### src/core/fts_consts.svh
// Register offsets, reset values and timing counts of the fan tach block
`ifndef FTS_CONSTS_SVH
`define FTS_CONSTS_SVH

// ----------------------------------------------------------------------
// Register offsets
// ----------------------------------------------------------------------
`define FTS_ADDR_LOCAL_TEMP      8'h00
`define FTS_ADDR_LOCAL_HIGH      8'h05
`define FTS_ADDR_CNT_LOW         8'h46
`define FTS_ADDR_CNT_HIGH        8'h47
`define FTS_ADDR_LIM_LOW         8'h48
`define FTS_ADDR_LIM_HIGH        8'h49

// ----------------------------------------------------------------------
// Reset values
// ----------------------------------------------------------------------
`define FTS_RST_LOCAL_HIGH       8'h46
`define FTS_RST_LIM_HIGH         8'hFF
`define FTS_RST_LIM_LOW6         6'h3F
`define FTS_RST_BYTE             8'h00
`define FTS_CNT_FULL             16'hFFFF

// ----------------------------------------------------------------------
// Edge-count setting codes
// ----------------------------------------------------------------------
`define FTS_SEL_RSVD             2'h0
`define FTS_SEL_2E_X4            2'h1
`define FTS_SEL_2E_X2            2'h2
`define FTS_SEL_5E_X1            2'h3

// ----------------------------------------------------------------------
// Timebase: system clock and tach timebase, in Hz
// ----------------------------------------------------------------------
`define FTS_SYS_CLK_HZ           250000000
`define FTS_TB_HZ                360000
`define FTS_TB_DIV               (`FTS_SYS_CLK_HZ / `FTS_TB_HZ)

`endif

### src/core/fts_pkg.sv
// Types shared by the fan tach block
package fts_pkg;

    // Period measurement states
    typedef enum logic {
        FTS_WAIT_FIRST,
        FTS_MEASURE
    } fts_tach_state_type;

endpackage

### src/core/fts_tach_meas.sv
// Fan tach period measurement with saturating count
`timescale 1ns/1ps
`include "fts_consts.svh"

module fts_tach_meas
    import fts_pkg::*;
#(
    parameter int unsigned DIV = `FTS_TB_DIV  // Sys cycles per timebase tick
) (
    input  wire logic        sys_clk_i,
    input  wire logic        rst_n_i,
    input  wire logic        tach_i,
    input  wire logic [1:0]  edge_sel_i,
    output logic      [15:0] period_o,
    output logic             period_upd_o
);

    // ------------------------------------------------------------------
    // Declarations
    // ------------------------------------------------------------------
    logic [15:0]        div_r;        // Timebase divider
    logic               tick_r;       // One-cycle timebase enable
    logic               tach_s1_r;    // Sync stage one, read by s2 only
    logic               tach_s2_r;    // Sync stage two
    logic               tach_d_r;     // Delayed copy for edge detect
    logic               rise;         // Rising tach edge
    logic [15:0]        acc_r;        // Period accumulator
    logic [2:0]         left_r;       // Edges still to see
    logic [2:0]         need_m1;      // Edges per measurement minus one
    logic [2:0]         mult;         // Count added per tick
    logic [16:0]        sum;          // Wide sum to spot overflow
    fts_tach_state_type state_r;      // Measurement state

    // ------------------------------------------------------------------
    // Timebase divider
    // ------------------------------------------------------------------
    always_ff @(posedge sys_clk_i or negedge rst_n_i) begin
        if (!rst_n_i) begin
            div_r  <= 16'h0000;
            tick_r <= 1'b0;
        end else if (div_r == 16'(DIV - 1)) begin
            div_r  <= 16'h0000;
            tick_r <= 1'b1;
        end else begin
            div_r  <= div_r + 16'h0001;
            tick_r <= 1'b0;
        end
    end

    // ------------------------------------------------------------------
    // Tach pin synchroniser and edge detect
    // ------------------------------------------------------------------
    // Stages reset to the pulled-up idle level, so that releasing reset
    // with the pin high never shows up as a false rising edge
    always_ff @(posedge sys_clk_i or negedge rst_n_i) begin
        if (!rst_n_i) begin
            tach_s1_r <= 1'b1;
            tach_s2_r <= 1'b1;
            tach_d_r  <= 1'b1;
        end else begin
            tach_s1_r <= tach_i;
            tach_s2_r <= tach_s1_r;
            tach_d_r  <= tach_s2_r;
        end
    end

    assign rise = tach_s2_r & ~tach_d_r;

    // ------------------------------------------------------------------
    // Setting decode; reserved code behaves like five edges, times one
    // ------------------------------------------------------------------
    always_comb begin
        case (edge_sel_i)
            `FTS_SEL_2E_X4: begin
                need_m1 = 3'h1;
                mult    = 3'h4;
            end
            `FTS_SEL_2E_X2: begin
                need_m1 = 3'h1;
                mult    = 3'h2;
            end
            default: begin
                need_m1 = 3'h4;
                mult    = 3'h1;
            end
        endcase
    end

    assign sum = {1'b0, acc_r} + {14'h0000, mult};

    // ------------------------------------------------------------------
    // Measurement: edge wins over a tick in the same cycle
    // ------------------------------------------------------------------
    always_ff @(posedge sys_clk_i or negedge rst_n_i) begin
        if (!rst_n_i) begin
            state_r      <= FTS_WAIT_FIRST;
            acc_r        <= 16'h0000;
            left_r       <= 3'h0;
            period_o     <= `FTS_CNT_FULL;
            period_upd_o <= 1'b0;
        end else begin
            period_upd_o <= 1'b0;
            case (state_r)
                FTS_WAIT_FIRST: begin
                    if (rise) begin
                        acc_r   <= 16'h0000;
                        left_r  <= need_m1;
                        state_r <= FTS_MEASURE;
                    end
                end
                FTS_MEASURE: begin
                    if (rise) begin
                        if (left_r <= 3'h1) begin
                            period_o     <= acc_r;
                            period_upd_o <= 1'b1;
                            acc_r        <= 16'h0000;
                            left_r       <= need_m1;
                        end else begin
                            left_r <= left_r - 3'h1;
                        end
                    end else if (tick_r && acc_r != `FTS_CNT_FULL) begin
                        if (sum[16]) begin
                            // Stalled fan: pin at full scale, no wrap
                            acc_r        <= `FTS_CNT_FULL;
                            period_o     <= `FTS_CNT_FULL;
                            period_upd_o <= 1'b1;
                        end else begin
                            acc_r <= sum[15:0];
                        end
                    end
                end
                default: state_r <= FTS_WAIT_FIRST;
            endcase
        end
    end

    // ------------------------------------------------------------------
    // Checks
    // ------------------------------------------------------------------
    property p_sat_hold;
        @(posedge sys_clk_i) disable iff (!rst_n_i)
        (acc_r == `FTS_CNT_FULL && !rise) |=> (acc_r == `FTS_CNT_FULL);
    endproperty
    a_sat_hold: assert property (p_sat_hold)
        else $error("Saturated period count moved without an edge");

    property p_sat_pub;
        @(posedge sys_clk_i) disable iff (!rst_n_i)
        (state_r == FTS_MEASURE && tick_r && !rise && sum[16]
            && acc_r != `FTS_CNT_FULL)
            |=> (period_o == `FTS_CNT_FULL && period_upd_o);
    endproperty
    a_sat_pub: assert property (p_sat_pub)
        else $error("Overflow did not publish full-scale period");

    c_sat: cover property (@(posedge sys_clk_i) disable iff (!rst_n_i)
        $rose(acc_r == `FTS_CNT_FULL));

endmodule // fts_tach_meas

### src/core/fts_top.sv
// Fan tach count, tach limit and local temperature registers
// How it works
// - Read-only 16-bit tach period count, two bytes
// - High byte at higher address, low lower
// - Low count bits 1:0 report edge setting
// - Local temperature read-only at address 00
// - Writable local high limit, resets 0x46
`timescale 1ns/1ps
`include "fts_consts.svh"

module fts_top
    import fts_pkg::*;
#(
    parameter int unsigned TB_DIV = `FTS_TB_DIV  // Cycles per 360 kHz tick
) (
    input  wire logic        sys_clk_i,
    input  wire logic        arst_n_i,
    input  wire logic        tach_i,          // Fan tach pin
    input  wire logic [1:0]  edge_sel_i,      // Edge-count setting
    input  wire logic [7:0]  temp_local_i,    // Converted die temperature
    input  wire logic        temp_valid_i,    // New die temperature
    input  wire logic [7:0]  reg_addr_i,      // Register address
    input  wire logic        reg_wr_i,        // Write strobe
    input  wire logic [7:0]  reg_wdata_i,     // Write data
    input  wire logic        reg_rd_i,        // Read strobe
    output logic      [7:0]  reg_rdata_o,     // Read data, one cycle later
    output logic      [7:0]  local_high_o,    // Local high limit
    output logic      [15:0] tach_limit_o     // Tach limit, bits 1:0 zero
);

    // ------------------------------------------------------------------
    // Declarations
    // ------------------------------------------------------------------
    logic        rst_meta_r;    // Reset sync stage one
    logic        rst_n_r;       // Released reset for the design
    logic [15:0] period;        // Measured period from the meter
    logic        period_upd;    // New period pulse
    logic [15:0] count_r;       // Latest count
    logic [7:0]  shadow_r;      // High byte locked by low read
    logic [7:0]  temp_r;        // Die temperature
    logic [7:0]  rd_mux;        // Read data before the flop
    logic [7:0]  cnt_low;       // Low count byte as read

    // ------------------------------------------------------------------
    // Reset release through two flops
    // ------------------------------------------------------------------
    always_ff @(posedge sys_clk_i or negedge arst_n_i) begin
        if (!arst_n_i) begin
            rst_meta_r <= 1'b0;
            rst_n_r    <= 1'b0;
        end else begin
            rst_meta_r <= 1'b1;
            rst_n_r    <= rst_meta_r;
        end
    end

    // ------------------------------------------------------------------
    // Period meter
    // ------------------------------------------------------------------
    fts_tach_meas #(
        .DIV (TB_DIV)
    ) u_meas (
        .sys_clk_i    (sys_clk_i),
        .rst_n_i      (rst_n_r),
        .tach_i       (tach_i),
        .edge_sel_i   (edge_sel_i),
        .period_o     (period),
        .period_upd_o (period_upd)
    );

    // ------------------------------------------------------------------
    // Count capture; starts at full scale like a stalled fan in settings 01 and 10
    // ------------------------------------------------------------------
    always_ff @(posedge sys_clk_i or negedge rst_n_r) begin
        if (!rst_n_r) begin
            count_r <= `FTS_CNT_FULL;
        end else if (period_upd) begin
            count_r <= period;
        end
    end

    // Low byte carries the edge setting in bits 1:0
    assign cnt_low = {count_r[7:2], edge_sel_i};

    // ------------------------------------------------------------------
    // High byte lock on low byte read
    // ------------------------------------------------------------------
    always_ff @(posedge sys_clk_i or negedge rst_n_r) begin
        if (!rst_n_r) begin
            shadow_r <= `FTS_RST_LIM_HIGH;
        end else if (reg_rd_i && reg_addr_i == `FTS_ADDR_CNT_LOW) begin
            shadow_r <= count_r[15:8];
        end
    end

    // ------------------------------------------------------------------
    // Die temperature capture
    // ------------------------------------------------------------------
    always_ff @(posedge sys_clk_i or negedge rst_n_r) begin
        if (!rst_n_r) begin
            temp_r <= `FTS_RST_BYTE;
        end else if (temp_valid_i) begin
            temp_r <= temp_local_i;
        end
    end

    // ------------------------------------------------------------------
    // Writable limits
    // ------------------------------------------------------------------
    always_ff @(posedge sys_clk_i or negedge rst_n_r) begin
        if (!rst_n_r) begin
            local_high_o <= `FTS_RST_LOCAL_HIGH;
            tach_limit_o <= {`FTS_RST_LIM_HIGH, `FTS_RST_LIM_LOW6, 2'h0};
        end else if (reg_wr_i) begin
            case (reg_addr_i)
                `FTS_ADDR_LOCAL_HIGH: local_high_o <= reg_wdata_i;
                // Limit bits 1:0 are unused and stay zero
                `FTS_ADDR_LIM_LOW:
                    tach_limit_o[7:0]  <= {reg_wdata_i[7:2], 2'h0};
                `FTS_ADDR_LIM_HIGH:
                    tach_limit_o[15:8] <= reg_wdata_i;
                default: ;  // Read-only and unmapped writes ignored
            endcase
        end
    end

    // ------------------------------------------------------------------
    // Read mux; unmapped addresses read zero
    // ------------------------------------------------------------------
    always_comb begin
        case (reg_addr_i)
            `FTS_ADDR_LOCAL_TEMP: rd_mux = temp_r;
            `FTS_ADDR_LOCAL_HIGH: rd_mux = local_high_o;
            `FTS_ADDR_CNT_LOW:    rd_mux = cnt_low;
            `FTS_ADDR_CNT_HIGH:   rd_mux = shadow_r;
            `FTS_ADDR_LIM_LOW:    rd_mux = tach_limit_o[7:0];
            `FTS_ADDR_LIM_HIGH:   rd_mux = tach_limit_o[15:8];
            default:              rd_mux = `FTS_RST_BYTE;
        endcase
    end

    // Read data held until the next read
    always_ff @(posedge sys_clk_i or negedge rst_n_r) begin
        if (!rst_n_r) begin
            reg_rdata_o <= `FTS_RST_BYTE;
        end else if (reg_rd_i) begin
            reg_rdata_o <= rd_mux;
        end
    end

    // ------------------------------------------------------------------
    // Checks
    // ------------------------------------------------------------------
    property p_cnt_low;
        @(posedge sys_clk_i) disable iff (!rst_n_r)
        (reg_rd_i && reg_addr_i == `FTS_ADDR_CNT_LOW)
            |=> (reg_rdata_o[7:2] == $past(count_r[7:2]));
    endproperty
    a_cnt_low: assert property (p_cnt_low)
        else $error("Low count byte read wrong");

    property p_lock;
        @(posedge sys_clk_i) disable iff (!rst_n_r)
        (reg_rd_i && reg_addr_i == `FTS_ADDR_CNT_LOW)
            ##1 (reg_rd_i && reg_addr_i == `FTS_ADDR_CNT_HIGH)
            |=> (reg_rdata_o == $past(count_r[15:8], 2));
    endproperty
    a_lock: assert property (p_lock)
        else $error("High byte not from same measurement as low byte");

    property p_high_addr;
        @(posedge sys_clk_i) disable iff (!rst_n_r)
        (reg_rd_i && reg_addr_i == `FTS_ADDR_CNT_HIGH)
            |=> (reg_rdata_o == $past(shadow_r));
    endproperty
    a_high_addr: assert property (p_high_addr)
        else $error("High count byte not at higher address");

    property p_sel_bits;
        @(posedge sys_clk_i) disable iff (!rst_n_r)
        (reg_rd_i && reg_addr_i == `FTS_ADDR_CNT_LOW)
            |=> (reg_rdata_o[1:0] == $past(edge_sel_i));
    endproperty
    a_sel_bits: assert property (p_sel_bits)
        else $error("Edge setting bits wrong in low count byte");

    property p_temp;
        @(posedge sys_clk_i) disable iff (!rst_n_r)
        temp_valid_i ##1 (reg_rd_i && reg_addr_i == `FTS_ADDR_LOCAL_TEMP
            && !temp_valid_i) |=> (reg_rdata_o == $past(temp_local_i, 2));
    endproperty
    a_temp: assert property (p_temp)
        else $error("Local temperature read wrong");

    property p_limit_wr;
        @(posedge sys_clk_i) disable iff (!rst_n_r)
        (reg_wr_i && reg_addr_i == `FTS_ADDR_LOCAL_HIGH)
            ##1 (reg_rd_i && reg_addr_i == `FTS_ADDR_LOCAL_HIGH && !reg_wr_i)
            |=> (reg_rdata_o == $past(reg_wdata_i, 2));
    endproperty
    a_limit_wr: assert property (p_limit_wr)
        else $error("Local high limit write not read back");

    property p_limit_rst;
        @(posedge sys_clk_i)
        $rose(rst_n_r) |-> (local_high_o == `FTS_RST_LOCAL_HIGH);
    endproperty
    a_limit_rst: assert property (p_limit_rst)
        else $error("Local high limit reset value wrong");

    c_lock_pair: cover property (@(posedge sys_clk_i) disable iff (!rst_n_r)
        (reg_rd_i && reg_addr_i == `FTS_ADDR_CNT_LOW)
        ##1 (reg_rd_i && reg_addr_i == `FTS_ADDR_CNT_HIGH));
    c_new_period: cover property (@(posedge sys_clk_i) disable iff (!rst_n_r)
        period_upd && period != `FTS_CNT_FULL);
    c_limit_wr: cover property (@(posedge sys_clk_i) disable iff (!rst_n_r)
        reg_wr_i && reg_addr_i == `FTS_ADDR_LIM_HIGH);

endmodule // fts_top

### config.mk
export PLATFORM = sky130hd
export DESIGN_NAME = fts_top
export DESIGN_NICKNAME = d
export VERILOG_FILES = /design/src/core/fts_pkg.sv /design/src/core/fts_tach_meas.sv /design/src/core/fts_top.sv
export VERILOG_INCLUDE_DIRS = /design/src /design/src/core
export SDC_FILE = /design/constraint.sdc
export NUM_CORES = 1
export LEC_CHECK = 0
export BUFFER_PORTS_ARGS = -buffer_cell sky130_fd_sc_hd__buf_2
export CAP_MARGIN = 40
export CORE_MARGIN = 2
export CORE_UTILIZATION = 50
export DETAILED_ROUTE_END_ITERATION = 7
export PLACE_DENSITY = 0.73
export SYNTH_ARGS = -nofsm -noshare
export SYNTH_HDL_FRONTEND = slang
export SYNTH_SLANG_ARGS = --single-unit
### constraint.sdc
create_clock -name sys_clk_i -period 3.53 [get_ports sys_clk_i]
set_input_delay 0.353 -clock sys_clk_i [delete_from_list [all_inputs] [get_ports sys_clk_i]]
set_output_delay 0.353 -clock sys_clk_i [all_outputs]
set_load 0.01 [all_outputs]
# --- Yosys cells after proc, flatten, opt, wreduce, memory -nomap -nowiden ---
# Cells that the tools add are included.
classes:
  addsub: 3
  multipliers: 0
  div_mod_pow: 0
  n_lt_le_gt_ge: 1
  n_eq_ne: 14
  shift: 0
  n_mux: 26
  n_bitwise: 3
  reduce_logical: 12
op_table:
  columns: ["cell", "n"]
  rows:
  - ["16-bit two-way mux", 10]
  - ["8-bit case mux with 6 select lines", 1]
  - ["8-bit by 7-bit == test with 1-bit output (second input constant)", 4]
  - ["16-bit case mux with 2 select lines", 1]
  - ["16-bit by 3-bit adder with 17-bit output", 1]
  - ["16-bit by 1-bit adder with 16-bit output (second input constant)", 1]
  - ["16-bit by 10-bit == test with 1-bit output (second input constant)", 1]
  - ["16-bit inequality test (second input constant)", 1]
  - ["3-bit two-way mux", 4]
  - ["3-bit case mux with 2 select lines", 2]
  - ["8-bit by 3-bit == test with 1-bit output (second input constant)", 1]
  - ["8-bit logical NOT", 1]
  - ["1-bit two-way mux", 8]
  - ["2-bit AND reduction", 4]
  - ["2-bit by 1-bit inequality test with 1-bit output (second input constant)", 2]
  - ["4-bit AND reduction", 1]
  - ["2-bit nonzero test", 2]
  - ["3-bit by 1-bit <= comparator with 1-bit output (second input constant)", 1]
  - ["3-bit by 2-bit inequality test with 1-bit output (second input constant)", 1]
  - ["3-bit inequality test (second input constant)", 1]
  - ["3-bit AND reduction", 1]
  - ["3-bit by 1-bit subtractor with 3-bit output (second input constant)", 1]
  - ["2-bit by 1-bit == test with 1-bit output (second input constant)", 1]
  - ["2-bit == test (second input constant)", 1]
  - ["other kinds (5)", 7]
totals:
  regBits: 121
  latch_bits: 0
  ramBits: 0
  romBits: 0
  inputBits: 32
  output_inout_bits: 32
  word_cells: 78
  n_memories: 0

# --- Depth between registers and ports, before layout ---
# Gate-level depths: netlist of the first run.
logic_depth:
  ltp_word: 7
  ltp_mapped: 10
  depth_no_buf: 9

# --- Modules after synthesis ---
# From an unflattened synthesis of the first run, not the netlist that was laid out.
unflattened:
  hier_cells: 465
  hier_area_um2: 5606.6
modules_own_cells:
  columns: ["mod", "instances", "cells_each", "area_each_um2", "seq_area_each_um2"]
  rows:
  - ["fts_top", 1, 207, 2841.5, 1600.3]
  - ["fts_tach_meas", 1, 258, 2765.2, 1450.1]

# --- Worst setup path after synthesis of the first run ---
# OpenSTA, ideal clock, no wires.
synth_timing:
  path_kind: "input-to-reg"
  start: "input port edge_sel_i[0]"
  end: "register u_meas.period_o[10]"
  setup_time_ns: 0.080
  arrival_ns: 2.300
  required_time_ns: 3.450
  slack_ns: 1.150
  cell_stages: 10
  path_buffers: 1
  cell_sequence: "inv_1 -> ha_1 -> ha_1 -> fa_1 -> a21o_1 -> nand3_1 -> nor4_1 -> o21a_2 -> buf_6 -> o22a_1"
synth_between:
  elab_chain_cells: 5
  word_cells_on_any_way: 6
  classes_between: "1 x add/sub; 2 x eq/ne; 1 x mux; 2 x reduce/logical"
synth_lines:
  columns: ["element", "line", "source"]
  rows:
  - ["start: declaration", "fts_top.sv:19", "input wire logic [1:0] edge_sel_i,"]
  - ["2-bit == test or 2-bit by 1-bit == test with 1-bit output (tied branches)", "fts_tach_meas.sv:73", "case (edge_sel_i)"]
  - ["3-bit case mux with 2 select lines *", "fts_tach_meas.sv:73", null]
  - ["16-bit by 3-bit adder with 17-bit output *", "fts_tach_meas.sv:89", "assign sum = {1'b0, acc_r} + {14'h0000, mult};"]
  - ["2-bit nonzero test (no source line) *", null, null]
  - ["4-bit AND reduction (no source line) *", null, null]
  - ["end signal: assignment", "fts_tach_meas.sv:99", "period_o <= `FTS_CNT_FULL;"]
  - ["end signal: assignment", "fts_tach_meas.sv:114", "period_o <= acc_r;"]
  - ["end signal: assignment", "fts_tach_meas.sv:125", "period_o <= `FTS_CNT_FULL;"]
  - ["end: declaration", "fts_tach_meas.sv:14", "output logic [15:0] period_o,"]
# Mark *: on every way between the ends. The rest lies on a longest branch, timed or not.
# A chain may end at the register's enable or synchronous reset.

# --- Worst setup path in the final report of the first run ---
layout_timing:
  start: "register u_meas.acc_r[0]"
  end: "register u_meas.acc_r[15]"
layout_between:
  elab_chain_cells: 5
  word_cells_on_any_way: 9
  classes_between: "1 x add/sub; 2 x eq/ne; 4 x mux; 2 x reduce/logical"
layout_lines:
  columns: ["element", "line", "source"]
  rows:
  - ["start: declaration", "fts_tach_meas.sv:27", "logic [15:0] acc_r;"]
  - ["start signal: assignment", "fts_tach_meas.sv:124", "acc_r <= `FTS_CNT_FULL;"]
  - ["start signal: assignment", "fts_tach_meas.sv:128", "acc_r <= sum[15:0];"]
  - ["16-bit by 3-bit adder with 17-bit output", "fts_tach_meas.sv:89", null]
  - ["16-bit two-way mux", "fts_tach_meas.sv:122", "if (sum[16]) begin"]
  - ["16-bit two-way mux", "fts_tach_meas.sv:121", "end else if (tick_r && acc_r != `FTS_CNT_FULL) begin"]
  - ["16-bit two-way mux", "fts_tach_meas.sv:112", "if (rise) begin"]
  - ["16-bit case mux with 2 select lines", "fts_tach_meas.sv:103", "case (state_r)"]
# Several ways; a longest one is shown, not always the timed one. The select of a mux whose other input is x is not followed.

==> results of run 1 <==
## area by class of cell
type | instances | share of cell area, %
multi-input cells | 308 | 35.9
flip-flops and latches | 117 | 46.8
inverters | 7 | 0.410
well taps | 140 | 2.73
repair buffers | 65 | 5.31
clock inverters | 8 | 1.15
clock buffers | 24 | 7.65
## state kept, by name, indices dropped and copies added, names as in the netlist
| signal | flops |
|---|---|
| temp_r | 8 |
| u_meas.left_r | 3 |
| local_high_o | 8 |
| shadow_r | 8 |
| u_meas.tach_d_r | 1 |
| reg_rdata_o | 8 |
| rst_n_r | 1 |
| u_meas.tick_r | 1 |
| count_r | 14 |
| u_meas.div_r | 16 |
| tach_limit_o | 14 |
| u_meas.period_upd_o | 1 |
| u_meas.state_r | 1 |
| u_meas.acc_r | 16 |
| u_meas.period_o | 14 |
| u_meas.tach_s2_r | 1 |
| u_meas.tach_s1_r | 1 |
| rst_meta_r | 1 |
## placed cells by master (no fill, tap or decap), types with 3 or more instances in the layout
cell,synthesis,layout
a21o_1,3,3
nor3_2,3,3
a22oi_1,8,8
nor4_1,4,4
clkinv_2,0,4
clkbuf_8,0,6
xnor2_1,8,8
o22a_1,16,16
o21ai_0,4,4
buf_2,4,61
nor2_1,44,44
mux2i_1,14,14
nand4_1,6,6
mux2_2,53,53
inv_1,7,7
xor2_1,6,6
dfrtp_1,61,60
nand3_1,21,21
clkbuf_16,0,16
and3_1,8,8
o211ai_1,3,3
nor3_1,8,8
ha_1,9,9
nor2b_1,3,3
o22ai_1,9,9
a21oi_1,19,19
or3_1,3,3
nand2_1,11,11
dfstp_2,56,56
a31oi_1,8,8
conb_1,2,3
## layer usage
layer	global-route usage (%)	share of wire, %	vias to the layer above
li1	-	-	1790
met1	27.6	46	1933
met2	32.5	47	118
met3	5.55	5.4	19
met4	8.24	1.6	0
met5	0	0	-
## metrics by stage
step	hold slack [ns]	utilization [%]	std cells	area, um^2	setup slack (ns)
after floorplan	0.0574	-	452	5440	0.127
after global placement	0.139	54.5	635	5830	0.949
after detailed placement	0.139	54.5	635	5830	0.849
after CTS	0.0443	59.9	669	6410	1.29
after global routing	0.0535	59.9	669	6410	1.14
final	0.0645	59.9	669	6410	1.26
## power breakdown
part / internal, mW / switching [mW]
Combinational: 0.282 / 0.227
Sequential: 1.69 / 0.152
Clock: 1.02 / 0.587
## final timing paths
check	end	start	slack [ns]	cells after the start
max	u_meas.acc_r[15]	u_meas.acc_r[0]	1.26	7
min	temp_r[2]	temp_local_i[2]	0.06	2
max reg2reg	u_meas.acc_r[15]	u_meas.acc_r[0]	1.26	7
min reg2reg	rst_n_r	rst_meta_r	0.35	0
max in group asynchronous	shadow_r[0]	rst_n_r	2.26	1
min in group asynchronous	rst_n_r	arst_n_i	0.17	2
## synth_stat cells (7+ instances only)
cell type,number,share of area [%]
a21oi_1,19,1.7
a22oi_1,8,1.1
a31oi_1,8,0.92
and3_1,8,0.92
clkbuf_1,10,0.69
dfrtp_1,61,28
dfstp_2,56,27
ha_1,9,2.1
inv_1,7,0.48
mux2_2,53,11
mux2i_1,14,2.6
nand2_1,11,0.76
nand3_1,21,1.9
nor2_1,44,3.0
nor3_1,8,0.74
o22a_1,16,2.6
o22ai_1,9,1.0
xnor2_1,8,1.3
## worst register-to-register path, cell delays in order, from the launching register on
cell and delay (ns):
dfrtp_1 0.39, ha_1 0.24, fa_1 0.43, a21oi_1 0.30, a21o_1 0.17, o211ai_1 0.15, o311ai_0 0.33, o41ai_1 0.13
## logic make-up after synthesis
family,after synthesis
compound gates,88
xor+xnor,14
fa+ha+maj,10
buf+inv,27
flops,117
mux,67
other cells,2
simple gates,126
==> flow_summary_export.csv, run 1 <==
group,metric,value,unit
outcome,outcome,"complete, no violations",
routing,wl_per_cell,17.1,um
placed_design,io_buffers,61,
placed_design,gp_congestion,0.914,
finish,diodes,0,
global_routing,grt_start_max_net_pins,57,
power_and_ir_drop,ir_worst_vdd,0.279,mV
global_routing,gr-total-overflow,0,
clocking,ctsResizeCount,0,
power_and_ir_drop,p_per_area,618,nW/um^2
logic_synthesis,synth_warnings,0,
routing,vias,3860,
global_routing,grt_use_total,20.8,%
finish,layout-drive-gt1-share,40.8,%
timing,drv_slew,0,
routing,first_pass_iters,4,
critical_path,crit_path_start_kind,"flop",
logic_synthesis,synth_ff_type,"dfrtp_1",
finish,fillers,880,
finish,final_nets,558,
critical_path,critical_path_buf_inv_count,0,
logic_synthesis,synth_fa_ha_area_share,2.44,%
clocking,holdBufCountCts,2,
clocking,clkTransAtPathRegs,0.05,ns
clocking,cts_max_level,4,
timing,fmax,440,MHz
timing,skew,0.0130,ns
timing,fin_crit,2.27,ns
routing,routed_wl,11500,um
clocking,cts_tree,"yes",
logic_synthesis,async_flop_share,100,%
timing,setup_tns,0,ns
global_routing,grt_pass1_wl,18600,um
routing,avgViaCountPerCell,5.77,
critical_path,path_cells,"ha_1, fa_1, a21oi_1, a21o_1, o211ai_1, o311ai_0, o41ai_1",
logic_synthesis,synth_edf_count,0,
timing,rsz0062_at_grt,"no",
die,die_area,11700,um^2
logic_synthesis,synth_cells,451,
routing,drc_errors,0,
die,die_w,108,um
logic_synthesis,netlist_area,5430,um^2
global_routing,grt_pass1_vias,3720,
finish,multiInputGateArea,2300,um^2
die,start_util,50.8,%
clocking,root_buffer,"clkbuf_8",
global_routing,grt_antenna_before_repair,0,
logic_synthesis,synth_compound_area_share,11.7,%
logic_synthesis,ys_ff_latch,117,
logic_synthesis,synth_cell_types,57,
critical_path,cp_max_fo,4,
logic_synthesis,avgSynthCellArea,12.0,um^2
critical_path,critPathCaptureType,"flop",
logic_synthesis,synth_mux_area_share,13.6,%
timing,setup_viol,0,
die,die_h,108,um
logic_synthesis,synth_top_family_by_area,"multiplexers",
critical_path,required,3.92,ns
logic_synthesis,seq_area_frac_synth,55.2,%
clocking,post_cts_buffers,0,
critical_path,cp.arrival,2.66,ns
power_and_ir_drop,total_power,3.96,mW
clocking,clock-sinks,117,
clocking,numCtsBuffers,17,
logic_synthesis,yosys.area_share.simple,12.2,%
timing,period_share,64.3,%
clocking,clk_path_buf_depth,2,
flow_run,drv_cap,0,
finish,area_growth,18.0,%
critical_path,critical_path_class,"flop to flop",
logic_synthesis,yosys.area_share.xor_xnor,2.26,%
placed_design,dp_hpwl,7820,um
hold_path,hp-class,"primary input to flop",
timing,relSlewSlack,53.7,%
finish,seq_area,3000,um^2
die,ios,64,
die,rows,38,
timing,tightest_slew,0.695,ns
critical_path,slowest_delay,0.43,ns
power_and_ir_drop,p_leak,2.85,nW
critical_path,slowest_stage,"fa_1",
critical_path,cp_top_family,"compound AO/OA/AOI/OAI gates",
timing,hold_viol,0,
clocking,clk-insertion-delay-late,0.53,ns
die,core,10700,um^2
routing,drt_iter0_drc,211,
routing,ant_nets,0,
No activity file was read; power rests on OpenSTA's default activity.
==> run 2: changes to the inputs <==
Settings changed: PLACE_DENSITY 0.73 to 0.7.
Clock period 3.53 ns to 2.2 ns, I/O delays scaled along.
==> flow_summary_export.csv, run 2 (same netlist as run 1, synthesis figures left out) <==
group,metric,value,unit
clocking,clk-insertion-delay-late,0.53,ns
die,ios,64,
power_and_ir_drop,p_leak,3.06,nW
timing,tightest_slew,0.648,ns
outcome,outcome,"complete, no violations",
routing,wl_met3,578,um
die,start_util,50.8,%
routing,top_layer,"met4",
finish,reg_top3,"u_meas.acc_r (16), u_meas.div_r (16)",
timing,period_share,95.1,%
die,rows,38,
die,die_h,108,um
placed_design,dp_hpwl,8140,um
critical_path,crit_path_start_kind,"flop",
critical_path,required,2.65,ns
power_and_ir_drop,ir_worst_vdd,0.625,mV
timing,hold_viol,0,
global_routing,grt_use_total,22.4,%
routing,drc_errors,0,
placed_design,gp_congestion,0.886,
timing,fmax,478,MHz
timing,setup_viol,0,
global_routing,grt_pass1_vias,4150,
finish,design_area,6810,um^2
routing,first_pass_iters,4,
die,die_w,108,um
global_routing,grt_antenna_before_repair,0,
critical_path,critPathCaptureType,"flop",
die,die_area,11700,um^2
finish,layout_common_cells,"buf_2, dfrtp_1, dfstp_2",
timing,relSlewSlack,56.8,%
critical_path,cp_max_fo,15,
timing,setup_ws,0.109,ns
routing,wl_met2,5810,um
clocking,clkTransAtPathRegs,0.06,ns
hold_path,hold_depth,2,
critical_path,cp.arrival,2.54,ns
clocking,numCtsBuffers,17,
hold_path,hp-class,"primary input to flop",
clocking,cts_tree,"yes",
clocking,root_buffer,"clkbuf_8",
routing,vias,4012,
timing,fin_crit,2.09,ns
timing,drv_slew,0,
critical_path,slowest_stage,"dfrtp_1",
global_routing,gr-total-overflow,0,
die,core,10700,um^2
finish,diodes,0,
finish,area_growth,25.4,%
placed_design,io_buffers,61,
global_routing,grt_start_max_net_pins,49,
critical_path,worstRegToRegCells,8,
global_routing,grt_pass1_wl,20300,um
routing,drt_iter0_drc,290,
clocking,clock-sinks,117,
placed_design,place_area,6030,um^2
power_and_ir_drop,p_per_area,954,nW/um^2
placed_design,dp_slack,-0.167,ns
timing,skew,0.0101,ns
routing,met1_length,5370,um
finish,layout-drive-gt1-share,42.5,%
routing,avgViaCountPerCell,5.65,
finish,fillers,822,
clocking,cts_max_level,4,
routing,wl_per_cell,17.1,um
flow_run,drv_cap,0,
critical_path,critical_path_class,"flop to flop",
clocking,clk_path_buf_depth,2,
finish,final_nets,599,
critical_path,slowest_delay,0.40,ns
finish,layout_commonest_cell,"buf_2",
critical_path,path_cells,"ha_1, fa_2, a21o_1, nand3_2, nor4_1, o21a_2, buf_12, o22a_1",
routing,routed_wl,12100,um
timing,rsz0062_at_grt,"no",
routing,ant_nets,0,
==> run 2: cell types whose count changed in the layout (fill, tap and decap cells not counted), sizes merged <==
cell,change
bufinv,+1
clkinvlp,-1
dlygate4sd3,+17
clkbuf,-2
clkinv,+2
buf,+24
==> run 2: worst paths after layout <==
| check | to | slack (ns) | from |
|---|---|---|---|
| worst min register to register | rst_n_r | 0.34 | rst_meta_r |
| max in group asynchronous | shadow_r[2] | 1.14 | rst_n_r |
| worst max-delay path | u_meas.period_o[13] | 0.11 | u_meas.acc_r[0] |
| worst max register to register | u_meas.period_o[13] | 0.11 | u_meas.acc_r[0] |
| min in group asynchronous | temp_r[7] | 0.36 | rst_n_r |
| worst min-delay path | reg_rdata_o[5] | 0.07 | reg_rd_i |
==> run 2: layout make-up <==
class	count	area (um^2)	share of cell area (%)
tap	140	175	2.57
inverter	7	26.3	0.386
multi-input combinational	308	2310	33.9
clock inverter	10	106	1.56
sequential	117	3000	44.1
clock buffer	22	463	6.80
timing repair buffer	106	728	10.7
==> run 2: report_power, final <==
group,internal [mW],switching (mW),total (mW)
Combinational,0.518,0.381,0.899
Sequential,2.71,0.252,2.97
Clock,1.69,0.944,2.63
==> run 2: repair_timing <==
item	CTS	global route
hold buffers	19	0
setup buffers	0	1
gates resized for setup	0	1
hold endpoints to repair	33	0
setup endpoints to repair	0	16
==> run 2: worst max-delay path: cells and delay by family, from the launching register on <==
family | cells | cell delay, ns
AO/OA/AOI/OAI | 3 | 0.66
buffers and inverters | 1 | 0.15
flip-flops | 1 | 0.40
adder cells (fa/ha/maj) | 2 | 0.62
AND/OR/NAND/NOR | 2 | 0.20
==> run 2: metrics by stage <==
step | total power, mW | hold WS (ns) | cells | util, % | TNS (ns)
2_1_floorplan | 3.56 | -0.0756 | 452 | - | 0
3_3_place_gp | 3.80 | 0.00537 | 658 | 56.4 | -1.29
3_5_place_dp | 3.86 | 0.00598 | 658 | 56.4 | -2.79
4_1_cts | 6.54 | 0.0534 | 709 | 63.5 | 0
5_1_grt | 6.80 | 0.0707 | 710 | 63.7 | 0
6_report | 6.50 | 0.0742 | 710 | 63.7 | 0
==> run 2: per-layer routing <==
| metal | GRT usage, % | vias up |
|---|---|---|
| li1 | - | 1869 |
| met3 | 5.24 | 25 |
| met5 | 0 | - |
| met1 | 29.1 | 1989 |
| met4 | 10.5 | 0 |
| met2 | 35.6 | 129 |
==> run 3: changes to the inputs <==
Settings changed: REMOVE_ABC_BUFFERS from default to 1.
==> flow_summary_export.csv, run 3 (same netlist as run 1, synthesis figures left out) <==
group,metric,value,unit
outcome,outcome,"complete, no violations",
power_and_ir_drop,pwr-share-clk,42.0,%
critical_path,cp_top_family,"adder cells",
clocking,cts_max_level,4,
global_routing,use_met2,34.6,%
power_and_ir_drop,intPower,5.12,mW
critical_path,crit_path_start_kind,"flop",
placed_design,gp_congestion,0.920,
global_routing,use_met1,29.2,%
placed_design,dp_slack,-0.218,ns
global_routing,grt_pass1_wl,19800,um
die,rows,38,
placed_design,dp_hpwl,8160,um
power_and_ir_drop,switching_share,23.5,%
critical_path,r2r_end,"u_meas.acc_r[14]",
critical_path,r2r_slack,0.1,ns
finish,final_nets,599,
timing,hold_viol,0,
global_routing,grt_use_total,22.0,%
finish,area_growth,25.7,%
global_routing,gr-total-overflow,0,
routing,drc_errors,0,
timing,period_share,95.7,%
power_and_ir_drop,power.share.sequential,44.5,%
critical_path,slowest_delay,0.43,ns
finish,layout_commonest_cell,"buf_2",
critical_path,slowest_stage,"fa_1",
global_routing,grt.busiest_layer,"met2",
critical_path,path_cells,"ha_1, fa_1, a21o_1, nand3_2, nor2_1, and3_1, a211oi_1",
timing,fmax,475,MHz
timing,setup_ws,0.0955,ns
timing,setup_viol,0,
clocking,clk_path_buf_depth,2,
critical_path,required,2.59,ns
timing,skew,0.0118,ns
die,die_w,108,um
die,start_util,50.8,%
critical_path,cp-startpoint,"u_meas.acc_r[0]",
finish,fillers,800,
critical_path,cp.arrival,2.50,ns
die,die_area,11700,um^2
critical_path,worst-path-stages,7,
finish,layout-drive-gt1-share,42.3,%
routing,first_pass_iters,5,
timing,fin_crit,2.10,ns
finish,layout_common_cells,"buf_2, dfrtp_1, dfstp_2",
power_and_ir_drop,comb_power_share,13.5,%
finish,final_core_util,63.8,%
power_and_ir_drop,p_leak,3.06,nW
power_and_ir_drop,p_per_area,981,nW/um^2
timing,setup_tns,0,ns
critical_path,critPathCaptureType,"flop",
clocking,post_cts_buffers,0,
clocking,clk-insertion-delay-late,0.51,ns
routing,vias,4024,
critical_path,critical_path_buf_inv_count,0,
critical_path,worstRegToRegCells,7,
timing,rsz0062_at_grt,"no",
routing,avgViaCountPerCell,5.67,
timing,relSlewSlack,58.9,%
die,ios,64,
global_routing,grt_antenna_before_repair,0,
timing,drv_slew,0,
critical_path,worstReg2RegStart,"u_meas.acc_r[0]",
routing,ant_nets,0,
timing,tightest_slew,0.615,ns
die,die_h,108,um
critical_path,critical_path_class,"flop to flop",
clocking,clock-sinks,117,
placed_design,io_buffers,61,
global_routing,grt_start_max_net_pins,55,
routing,wl_per_cell,17.3,um
die,core,10700,um^2
hold_path,hp-class,"primary input to asynchronous set/reset pin",
global_routing,use_met3,5.67,%
power_and_ir_drop,switchingPower,1.57,mW
clocking,clkTransAtPathRegs,0.06,ns
clocking,root_buffer,"clkbuf_8",
routing,routed_wl,12300,um
clocking,cts_tree,"yes",
critical_path,cp_max_fo,5,
finish,reg_top3,"u_meas.acc_r (16), u_meas.div_r (16)",
power_and_ir_drop,ir_worst_vdd,0.640,mV
routing,drt_iter0_drc,260,
clocking,numCtsBuffers,17,
finish,diodes,0,
flow_run,drv_cap,0,
global_routing,grt_pass1_vias,4056,
==> run 3: cell types whose count changed in the layout (fill, tap and decap cells not counted), moves of 2 or more <==
cell | before | now
clkinv_2 | 6 | 2
buf_12 | 3 | 1
clkbuf_1 | 2 | 4
bufinv_16 | 2 | 4
buf_4 | 23 | 25
==> run 3: layout make-up <==
cell class,count,area [um^2],share of cell area (%)
multi-input combinational,309,2320,34.0
timing repair buffer,105,693,10.1
clock inverter,9,154,2.25
tap,140,175,2.56
sequential,117,3000,43.9
clock buffer,23,457,6.69
inverter,7,26.3,0.385
==> run 3: per-layer routing <==
layer	up-vias	share of wire, %
li1	1880	-
met1	1990	45
met2	137	48
met3	17	4.8
met4	0	1.9
met5	-	0
==> run 3: how the worst max path moves through the flow <==
stage                    endpoint  slack (ns)
6_report         u_meas.acc_r[14]         0.1
5_1_grt          u_meas.acc_r[14]        0.02
4_1_cts        u_meas.period_o[6]        0.02
3_5_place_dp   u_meas.period_o[3]       -0.22
3_3_place_gp   u_meas.period_o[2]       -0.16
2_1_floorplan     local_high_o[0]       -1.20
==> run 3: repair_timing <==
action | in CTS | in global routing
gates resized for setup | 0 | 4
hold endpoints to repair | 33 | 0
endpoints found under the setup margin | 0 | 17
hold buffers | 18 | 0
==> run 3: through the flow <==
step / instance area [um^2] / hold slack, ns / total power [mW] / std cells
floorplan: 5330 / -0.0756 / 3.53 / 432
global placement: 6020 / 0.00580 / 3.80 / 659
detailed placement: 6020 / 0.0110 / 3.86 / 659
CTS: 6810 / 0.0106 / 6.75 / 709
global route: 6830 / 0.0361 / 7.01 / 710
finish: 6830 / 0.0670 / 6.70 / 710
==> run 3: power by group through the flow <==
stage,Sequential (mW),Combinational [mW],Clock [mW]
after global routing,3.03,1.00,2.97
final,2.98,0.902,2.82
after global placement,2.98,0.821,0
after detailed placement,3.00,0.863,0
after CTS,2.98,0.907,2.86
after floorplan,2.94,0.597,0
